`config.mk`:
```
export PLATFORM = sky130hd
export DESIGN_NAME = dest_fetch_sequencer
export DESIGN_NICKNAME = d
export VERILOG_FILES = /design/src/include/dest_fetch_pkg.sv /design/src/verilog/reply_sync.sv /design/src/verilog/bus_launcher.sv /design/src/verilog/dest_fetch_sequencer.sv
export SDC_FILE = /design/constraint.sdc
export NUM_CORES = 1
export LEC_CHECK = 0
export BUFFER_PORTS_ARGS = -buffer_cell sky130_fd_sc_hd__buf_2
export CAP_MARGIN = 20
export CORE_MARGIN = 2
export CORE_UTILIZATION = 44
export CTS_BUF_LIST = sky130_fd_sc_hd__clkbuf_8
export DETAILED_ROUTE_END_ITERATION = 10
export PLACE_DENSITY = 0.8
export SETUP_SLACK_MARGIN = 0.15
export SYNTH_ARGS = -nofsm -noshare
export SYNTH_HDL_FRONTEND = slang
export SYNTH_SLANG_ARGS = --single-unit
```
`constraint.sdc`:
```
create_clock -name clock -period 4.1 [get_ports clock]
set_input_delay 0.41 -clock clock [delete_from_list [all_inputs] [get_ports clock]]
set_output_delay 0.41 -clock clock [all_outputs]
set_load 0.03 [all_outputs]
```
`src/include/dest_fetch_pkg.sv`:
```
`default_nettype none
package dest_fetch_pkg;
	localparam int unsigned WORD_WIDTH = 16;
	localparam int unsigned MODE_WIDTH = 3;
	localparam logic [2:0] MODE_DEFERRED = 3'h1;
	localparam logic [2:0] MODE_AUTOINC = 3'h2;
	localparam logic [2:0] MODE_AUTOINC_DEF = 3'h3;
	localparam logic [2:0] MODE_AUTODEC = 3'h4;
	localparam logic [2:0] MODE_AUTODEC_DEF = 3'h5;
	localparam logic [2:0] MODE_INDEX = 3'h6;
	localparam logic [2:0] MODE_INDEX_DEF = 3'h7;
	localparam logic [15:0] STEP_NONE = 16'h0000;
	localparam logic [15:0] STEP_BYTE = 16'h0001;
	localparam logic [15:0] STEP_WORD = 16'h0002;
	localparam int unsigned SWAP_LOW = 8;
	localparam int unsigned SYNC_STAGES = 3;

	typedef enum logic [1:0] {DATI, DATIP, DATO} bus_kind_type;
	typedef enum logic [2:0] {class_other, class_float, class_jump, class_jsr,
		class_copy} insn_class_type;

	typedef struct packed {
		logic active;
		bus_kind_type kind;
		logic [15:0] addr;
		logic [15:0] wdata;
	} bus_req_type;

	function automatic logic [15:0] step_of(input logic [2:0] mode, input logic byte_op);
		logic [15:0] s;
		s = STEP_NONE;
		if (mode == MODE_AUTOINC || mode == MODE_AUTODEC)
			s = byte_op ? STEP_BYTE : STEP_WORD;
		else if (mode == MODE_AUTOINC_DEF || mode == MODE_AUTODEC_DEF)
			s = STEP_WORD;
		return s;
	endfunction

	function automatic logic [15:0] swap_bytes(input logic [15:0] w);
		return {w[SWAP_LOW-1:0], w[WORD_WIDTH-1:SWAP_LOW]};
	endfunction
endpackage
`default_nettype wire

```
`src/verilog/reply_sync.sv`:
```
`default_nettype none
module reply_sync
(
	input wire logic clock,
	input wire logic rst,
	input wire logic async_in,
	output logic sync_out
);
	logic [dest_fetch_pkg::SYNC_STAGES-1:0] stage_reg;

	always_ff @(posedge clock or posedge rst)
	begin
		if (rst)
			stage_reg <= '0;
		else
			stage_reg <= {stage_reg[1:0], async_in};
	end

	// A level counts only once the two later stages agree
	always_ff @(posedge clock or posedge rst)
	begin
		if (rst)
			sync_out <= 1'b0;
		else if (stage_reg[1] == stage_reg[2])
			sync_out <= stage_reg[2];
	end
endmodule // reply_sync
`default_nettype wire

```
`src/verilog/bus_launcher.sv`:
```
`default_nettype none
module bus_launcher
(
	input wire logic clock,
	input wire logic rst,
	input wire logic go,
	input wire logic abort,
	input wire dest_fetch_pkg::bus_req_type req_in,
	input wire logic reply,
	output dest_fetch_pkg::bus_req_type bus_out,
	output logic done
);
	logic armed_reg;

	// A new request waits until the slave has dropped its previous reply
	always_ff @(posedge clock or posedge rst)
	begin
		if (rst)
		begin
			bus_out <= '0;
			armed_reg <= 1'b0;
		end
		else if (abort)
		begin
			bus_out.active <= 1'b0;
			armed_reg <= 1'b0;
		end
		else if (go)
		begin
			bus_out <= {1'b0, req_in.kind, req_in.addr, req_in.wdata};
			armed_reg <= 1'b1;
		end
		else if (armed_reg && !reply)
		begin
			bus_out.active <= 1'b1;
			armed_reg <= 1'b0;
		end
		else if (bus_out.active && reply)
			bus_out.active <= 1'b0;
	end

	always_ff @(posedge clock or posedge rst)
	begin
		if (rst)
			done <= 1'b0;
		else
			done <= bus_out.active && reply && !abort;
	end
endmodule // bus_launcher
`default_nettype wire

```
`src/verilog/dest_fetch_sequencer.sv`:
```
// Behaviour
// - Enter modes 1-3 from either dispatch
// - Mode 1-3 sequences begin a bus cycle
// - Inhibit decode bus start for first-dispatch 1-3
// - Move source between bus data and source
// - Mode 3 keeps fetched address in bus data
// - Three-way branch after mode 1/2 start
// - Float aborts transfer, enters float service
// - Jump and subroutine take the transfer
// - Copy class writes, loads codes, fetches next
// - Others read, swap odd byte, dispatch
// - Modes 1/2 step register by 0/1/2
// - Mode 3 steps by two, then indirect
// - Modes 4/5 decrement before use
// - Modes 6/7 use program counter first
// - Only after-source entries may swap source
// - Decrement constant one for mode 4 byte, else two
// - Mode 4 post-decrement state starts instruction's cycle kind
// - Indirect word becomes second transfer address
// - First-dispatch 4/5 aborts decode transfer
// - Modes 6/7 fetch index through program counter
// - Index add, then mode 4 or 5 path
// - Ending fork: write or read, swap, dispatch
`default_nettype none
module dest_fetch_sequencer
(
	input wire logic clock,
	input wire logic rst,
	input wire logic dispatch_first,
	input wire logic dispatch_after,
	input wire logic [2:0] dest_mode,
	input wire logic byte_op,
	input wire logic read_modify,
	input wire logic swap_source,
	input wire dest_fetch_pkg::insn_class_type insn_class,
	input wire logic [15:0] dest_reg_value,
	input wire logic [15:0] pc_value,
	input wire logic [15:0] source_value,
	input wire logic [15:0] src_word,
	input wire logic bus_reply,
	input wire logic [15:0] bus_rdata,
	output dest_fetch_pkg::bus_req_type bus_req,
	output logic bus_cycle_end,
	output logic decode_start_inhibit,
	output logic [15:0] bus_data_reg,
	output logic [15:0] source_operand_reg,
	output logic [15:0] destination_copy_reg,
	output logic dest_reg_write,
	output logic [15:0] dest_reg_new,
	output logic pc_write,
	output logic [15:0] pc_new,
	output logic op_dispatch,
	output logic float_entry,
	output logic jump_go,
	output logic jsr_go,
	output logic cc_load,
	output logic fetch_next,
	output logic busy
);
	typedef enum logic [3:0] {idle_st, start123_st, first_wait_st, second_start_st,
		dec45_st, start45_st, pc_start_st, index_wait_st, index_add_st, end_fork_st,
		write_wait_st, read_wait_st, swap_st} state_type;

	state_type state_reg;
	logic [2:0] mode_reg;
	logic byte_reg;
	logic rmw_reg;
	logic first_reg;
	logic indirect_reg;
	dest_fetch_pkg::insn_class_type class_reg;
	logic reply_synced;
	logic xfer_done;
	logic launch_go;
	logic launch_abort;
	dest_fetch_pkg::bus_req_type launch_req;
	logic [15:0] step;
	logic entering;

	assign entering = (dispatch_first || dispatch_after) && state_reg == idle_st
		&& dest_mode != 3'h0;
	assign decode_start_inhibit = dispatch_first && dest_mode >= dest_fetch_pkg::MODE_DEFERRED
		&& dest_mode <= dest_fetch_pkg::MODE_AUTOINC_DEF;
	assign step = dest_fetch_pkg::step_of(mode_reg, byte_reg);
	assign busy = state_reg != idle_st;

	// Launch requests; the first word of an indirect mode is always a read
	always_comb
	begin
		launch_go = 1'b0;
		launch_req = '0;
		launch_req.wdata = bus_data_reg;
		launch_req.addr = destination_copy_reg;
		launch_req.kind = dest_fetch_pkg::DATI;
		if (class_reg == dest_fetch_pkg::class_copy)
			launch_req.kind = dest_fetch_pkg::DATO;
		else if (rmw_reg)
			launch_req.kind = dest_fetch_pkg::DATIP;
		unique case (state_reg)
			start123_st:
			begin
				launch_go = 1'b1;
				if (mode_reg == dest_fetch_pkg::MODE_AUTOINC_DEF)
					launch_req.kind = dest_fetch_pkg::DATI;
			end
			start45_st:
			begin
				launch_go = 1'b1;
				if (indirect_reg)
					launch_req.kind = dest_fetch_pkg::DATI;
			end
			second_start_st:
			begin
				launch_go = 1'b1;
				launch_req.addr = bus_data_reg;
			end
			pc_start_st:
			begin
				launch_go = 1'b1;
				launch_req.kind = dest_fetch_pkg::DATI;
				launch_req.addr = pc_value;
			end
			default:
				launch_go = 1'b0;
		endcase
	end

	assign launch_abort = (state_reg == end_fork_st && class_reg == dest_fetch_pkg::class_float)
		|| (state_reg == dec45_st && first_reg);

	reply_sync reply_sync_inst
	(
		.clock(clock),
		.rst(rst),
		.async_in(bus_reply),
		.sync_out(reply_synced)
	);

	bus_launcher bus_launcher_inst
	(
		.clock(clock),
		.rst(rst),
		.go(launch_go),
		.abort(launch_abort),
		.req_in(launch_req),
		.reply(reply_synced),
		.bus_out(bus_req),
		.done(xfer_done)
	);

	// Sequencing; a wait state holds until the slave has answered
	always_ff @(posedge clock or posedge rst)
	begin
		if (rst)
			state_reg <= idle_st;
		else
			unique case (state_reg)
				idle_st:
					if (entering)
					begin
						if (dest_mode <= dest_fetch_pkg::MODE_AUTOINC_DEF)
							state_reg <= start123_st;
						else if (dest_mode <= dest_fetch_pkg::MODE_AUTODEC_DEF)
							state_reg <= dec45_st;
						else
							state_reg <= pc_start_st;
					end
				start123_st:
					state_reg <= (mode_reg == dest_fetch_pkg::MODE_AUTOINC_DEF) ?
						first_wait_st : end_fork_st;
				dec45_st:
					state_reg <= start45_st;
				start45_st:
					state_reg <= indirect_reg ? first_wait_st : end_fork_st;
				pc_start_st:
					state_reg <= index_wait_st;
				index_wait_st:
					if (xfer_done)
						state_reg <= index_add_st;
				index_add_st:
					state_reg <= start45_st;
				first_wait_st:
					if (xfer_done)
						state_reg <= second_start_st;
				second_start_st:
					state_reg <= end_fork_st;
				end_fork_st:
					if (class_reg == dest_fetch_pkg::class_copy)
						state_reg <= write_wait_st;
					else if (class_reg == dest_fetch_pkg::class_other)
						state_reg <= read_wait_st;
					else
						state_reg <= idle_st;
				write_wait_st:
					if (xfer_done)
						state_reg <= idle_st;
				read_wait_st:
					if (xfer_done)
						state_reg <= (byte_reg && destination_copy_reg[0]) ?
							swap_st : idle_st;
				swap_st:
					state_reg <= idle_st;
			endcase
	end

	always_ff @(posedge clock or posedge rst)
	begin
		if (rst)
		begin
			mode_reg <= 3'h0;
			byte_reg <= 1'b0;
			rmw_reg <= 1'b0;
			first_reg <= 1'b0;
			indirect_reg <= 1'b0;
			class_reg <= dest_fetch_pkg::class_other;
		end
		else if (entering)
		begin
			mode_reg <= dest_mode;
			byte_reg <= byte_op;
			rmw_reg <= read_modify;
			first_reg <= dispatch_first;
			class_reg <= insn_class;
			indirect_reg <= dest_mode == dest_fetch_pkg::MODE_AUTODEC_DEF
				|| dest_mode == dest_fetch_pkg::MODE_INDEX_DEF;
		end
		else if (state_reg == index_add_st)
			indirect_reg <= mode_reg == dest_fetch_pkg::MODE_INDEX_DEF;
	end

	always_ff @(posedge clock or posedge rst)
	begin
		if (rst)
			source_operand_reg <= '0;
		else if (entering && dispatch_after)
			source_operand_reg <= src_word;
	end

	// Source swap only on after-source entries: a register source has no high byte
	always_ff @(posedge clock or posedge rst)
	begin
		if (rst)
			bus_data_reg <= '0;
		else if (entering && dispatch_after)
			bus_data_reg <= swap_source ? dest_fetch_pkg::swap_bytes(src_word) : src_word;
		else if (entering && dest_mode != dest_fetch_pkg::MODE_AUTOINC_DEF)
			bus_data_reg <= source_value;
		// Taken with the reply itself: the slave may drop its data once the request falls
		else if (bus_req.active && reply_synced && (state_reg == first_wait_st
			|| state_reg == index_wait_st || state_reg == read_wait_st))
			bus_data_reg <= bus_rdata;
		else if (state_reg == swap_st)
			bus_data_reg <= dest_fetch_pkg::swap_bytes(bus_data_reg);
	end

	always_ff @(posedge clock or posedge rst)
	begin
		if (rst)
			destination_copy_reg <= '0;
		else if (entering)
			destination_copy_reg <= dest_reg_value;
		else if (state_reg == dec45_st)
			destination_copy_reg <= destination_copy_reg - step;
		else if (state_reg == index_add_st)
			destination_copy_reg <= destination_copy_reg + bus_data_reg;
		else if (state_reg == second_start_st)
			destination_copy_reg <= bus_data_reg;
	end

	// General register write-back; mode 3 always steps a full word
	always_ff @(posedge clock or posedge rst)
	begin
		if (rst)
		begin
			dest_reg_write <= 1'b0;
			dest_reg_new <= '0;
		end
		else
		begin
			dest_reg_write <= 1'b0;
			if (state_reg == start123_st && mode_reg != dest_fetch_pkg::MODE_AUTOINC_DEF)
			begin
				dest_reg_write <= 1'b1;
				dest_reg_new <= destination_copy_reg + step;
			end
			else if (state_reg == first_wait_st && xfer_done
				&& mode_reg == dest_fetch_pkg::MODE_AUTOINC_DEF)
			begin
				dest_reg_write <= 1'b1;
				dest_reg_new <= destination_copy_reg + dest_fetch_pkg::STEP_WORD;
			end
			else if (state_reg == dec45_st)
			begin
				dest_reg_write <= 1'b1;
				dest_reg_new <= destination_copy_reg - step;
			end
		end
	end

	always_ff @(posedge clock or posedge rst)
	begin
		if (rst)
		begin
			pc_write <= 1'b0;
			pc_new <= '0;
			bus_cycle_end <= 1'b0;
			float_entry <= 1'b0;
			jump_go <= 1'b0;
			jsr_go <= 1'b0;
			cc_load <= 1'b0;
			fetch_next <= 1'b0;
			op_dispatch <= 1'b0;
		end
		else
		begin
			pc_write <= state_reg == pc_start_st && !first_reg;
			if (state_reg == pc_start_st)
				pc_new <= pc_value + dest_fetch_pkg::STEP_WORD;
			bus_cycle_end <= launch_abort;
			float_entry <= state_reg == end_fork_st && class_reg == dest_fetch_pkg::class_float;
			jump_go <= state_reg == end_fork_st && class_reg == dest_fetch_pkg::class_jump;
			jsr_go <= state_reg == end_fork_st && class_reg == dest_fetch_pkg::class_jsr;
			cc_load <= state_reg == write_wait_st && xfer_done;
			fetch_next <= state_reg == write_wait_st && xfer_done;
			op_dispatch <= state_reg == swap_st || (state_reg == read_wait_st && xfer_done
				&& !(byte_reg && destination_copy_reg[0]));
		end
	end
endmodule // dest_fetch_sequencer
`default_nettype wire

```
==> out/results.tsv <==
stage	metric	value	unit
status	status	finished clean	
floorplan	die_w	147	um
yosys	yosysUniqueCellTypes	76	
yosys	yosysTopAreaCell	dfrtp_1	
min_path	hold_class	input pin to register	
sta	fin_setup_tns	0	ns
flow_run	maxCapViolations	0	
critical_path	startpoint	state_reg[2]	
drt	routed_wl	28100	um
floorplan	die_h	147	um
cells_and_area	drive_above_1_share	0.283	
power_and_ir_drop	swShare	0.520	
drt	avgRoutedWirePerCell	19.3	um
critical_path	regToRegStartpoint	state_reg[2]	
critical_path	crit_path_start_kind	register	
global_routing	grt_pass1_vias	8252	
cells_and_area	antennaDiodeCount	0	
critical_path	path_class	register to register	
drt	drt-initial-drc-count	861	
sta	fin_crit_sh	0.733	
yosys	synth_area	8990	um2
global_routing	antenna_found_initial	0	
sta	max-slew-margin-rel	0.272	
yosys	ys.flop_type	dfrtp_1	
drt	route.detailed.drc	0	
cts	cts_sinks	143	
sta	slew_viol_final	0	
floorplan	pin_count	220	
placed_design	hpwlAfterDp	20500	um
cells_and_area	final_util	0.522	
drt	viasPerCell	6.01	
power_and_ir_drop	p_int	4.62	mW
placed_design	gp_congestion	0.954	
global_routing	track_usage	0.259	
drt	num_vias	8739	
power_and_ir_drop	p_comb_frac	0.569	
power_and_ir_drop	p_per_area	915	nW/um2
yosys	ys_ff_latch	143	
cells_and_area	syn_to_final_growth	17.1	%
yosys	synth_nets	1128	
cells_and_area	nets	1290	
yosys	synth_area_leaders	dfrtp_1 40%, mux2_2 6.6%, nand2_1 5.8%, nor2_1 3.3%, a21oi_1 3.1%	
global_routing	grt_max_degree	112	
yosys	yosys_warnings	0	
power_and_ir_drop	vdd_drop_max	404	uV
critical_path	endpoint_kind	register	
yosys	synth_top_cells_by_count	143 x dfrtp_1, 139 x nand2_1, 79 x nor2_1	
cts	clockBufferDepth	2	
drt	firstDrtPassIters	5	
sta	skew	0.0143	ns
floorplan	die_area	21600	um2
power_and_ir_drop	p_leak	4.87	nW
power_and_ir_drop	p_total	9.64	mW
yosys	async_reset_ff_frac	1.00	
cts	cts_buffers	17	
cts	clkLatencyLatePin	0.47	ns
yosys	seq_area_frac_synth	0.398	
sta	finalSetupViolCount	0	
critical_path	worstPathRequired	4.50	ns
yosys	synth.most_common_cell	dfrtp_1	
cts	post_cts_buffers	0	
cts	hold_buffers	0	
yosys	synth_top_area_frac	0.398	
floorplan	core	20200	um2
cells_and_area	largest_reg_flops	35	
drt	antenna_left	0	
sta	fin_crit	3.01	ns
sta	worst_pin_slew	1.08	ns
min_path	worstHoldStart	bus_reply	
placed_design	port_buffers	219	
sta	max_freq	0.333	GHz
floorplan	start_util	0.446	
floorplan	std_cell_rows	52	
yosys	avgSynthCellArea	8.91	um2
cells_and_area	top_register	bus_launcher_inst.bus_out	
cts	root_buffer	clkbuf_8	
sta	rsz0062_at_grt	false	
global_routing	grt.overflow.total	0	
power_and_ir_drop	power.switching	5.02	mW
cts	cts_tree	done	
cts	cts_resized	0	
cts	clk_pin_slew_worst_paths	0.09	ns
sta	hold_viol_final	0	
power_and_ir_drop	clockPowerShare	0.123	
cts	htree_levels	4	
yosys	synth_edf_count	0	
global_routing	grt_pass1_wl	44200	um
yosys	netlist_instances	1009	
critical_path	arrival	3.41	ns
critical_path	cp_max_fo	32	
power_and_ir_drop	seq_power_share	0.308	
-- per-layer routing --
metal	routed length, um	vias to the layer above	track usage
met2	13300	434	0.412
met1	11600	4245	0.342
met4	871	0	0.110
met5	0	-	0
li1	-	3989	-
met3	2280	71	0.0584
-- cell families (layout without fill, tap and decap cells) --
kind of cell | count (synthesis) | count (layout) | synth area share
xor gates and xnor gates | 42 | 42 | 0.0409
and+or+nand+nor | 351 | 351 | 0.185
buffers and inverters | 112 | 286 | 0.0591
muxes | 59 | 59 | 0.0731
adders and majority gates | 26 | 26 | 0.0384
DFF | 143 | 143 | 0.398
AOI/OAI and AO/OA | 276 | 276 | 0.205
-- placed cells by master (no fill, tap or decap), drive strengths merged, types with 5 or more instances in the layout --
cell / n
or3: 10
nor4: 8
mux2i: 6
a21o: 25
inv: 29
buf: 232
ha: 22
nor2: 79
nor2b: 7
o211ai: 11
clkbuf: 18
or4: 5
a21oi: 55
nor3: 20
nand2b: 6
xnor2: 28
and3: 11
o22ai: 19
nand4: 13
a22oi: 18
a211oi: 12
a221oi: 7
o21ai: 44
nand3: 31
a31oi: 30
mux2: 53
a311oi: 19
nand2: 139
dfrtp: 143
xor2: 14
-- critical path, stage by stage, from the launching register on --
cell and delay, ns:
dfrtp_1 0.88, inv_1 0.28, mux2i_1 0.21, or3b_1 0.67, and3_1 0.28, buf_4 0.23, a311oi_1 0.26, a21o_1 0.12
-- power groups by stage --
| stage | combinational (mW) | sequential, mW | clock, mW |
|---|---|---|---|
| 2_1_floorplan | 3.48 | 3.43 | 0 |
| 3_3_place_gp | 5.33 | 2.95 | 0 |
| 3_5_place_dp | 5.44 | 2.98 | 0 |
| 4_1_cts | 5.46 | 2.95 | 1.19 |
| 5_1_grt | 5.98 | 3.06 | 1.25 |
| 6_report | 5.48 | 2.97 | 1.18 |
-- final timing paths --
kind	depth (start not counted)	to	slack, ns
max in group asynchronous	3	destination_copy_reg[0]	2.98
worst max-delay path	7	bus_data_reg[6]	1.09
worst max register to register	7	bus_data_reg[6]	1.09
worst min register to register	0	reply_sync_inst.stage_reg[1]	0.36
min in group asynchronous	2	pc_new[12]	0.05
worst min-delay path	1	reply_sync_inst.stage_reg[0]	0.04
-- final cells by class --
class / instances / area (um2)
tap: 270 / 338
inverter: 23 / 90.1
multi-input combinational: 754 / 4900
clock buffer: 18 / 248
sequential: 143 / 3580
timing repair buffer: 232 / 1230
clock inverter: 13 / 151
fill: 1913 / 9640
-- through the flow --
stage / cells / hold slack [ns] / area [um2] / worst slack (ns)
after detailed placement: 1422 / 0.341 / 10100 / 1.18
after global routing: 1453 / 0.0141 / 10500 / 0.898
after floorplan: 1009 / 0.331 / 8990 / 1.65
after global placement: 1421 / 0.335 / 10100 / 1.17
final: 1453 / 0.0395 / 10500 / 1.09
after CTS: 1453 / 0.0210 / 10500 / 1.16
Power figures use the tool's default switching activity.
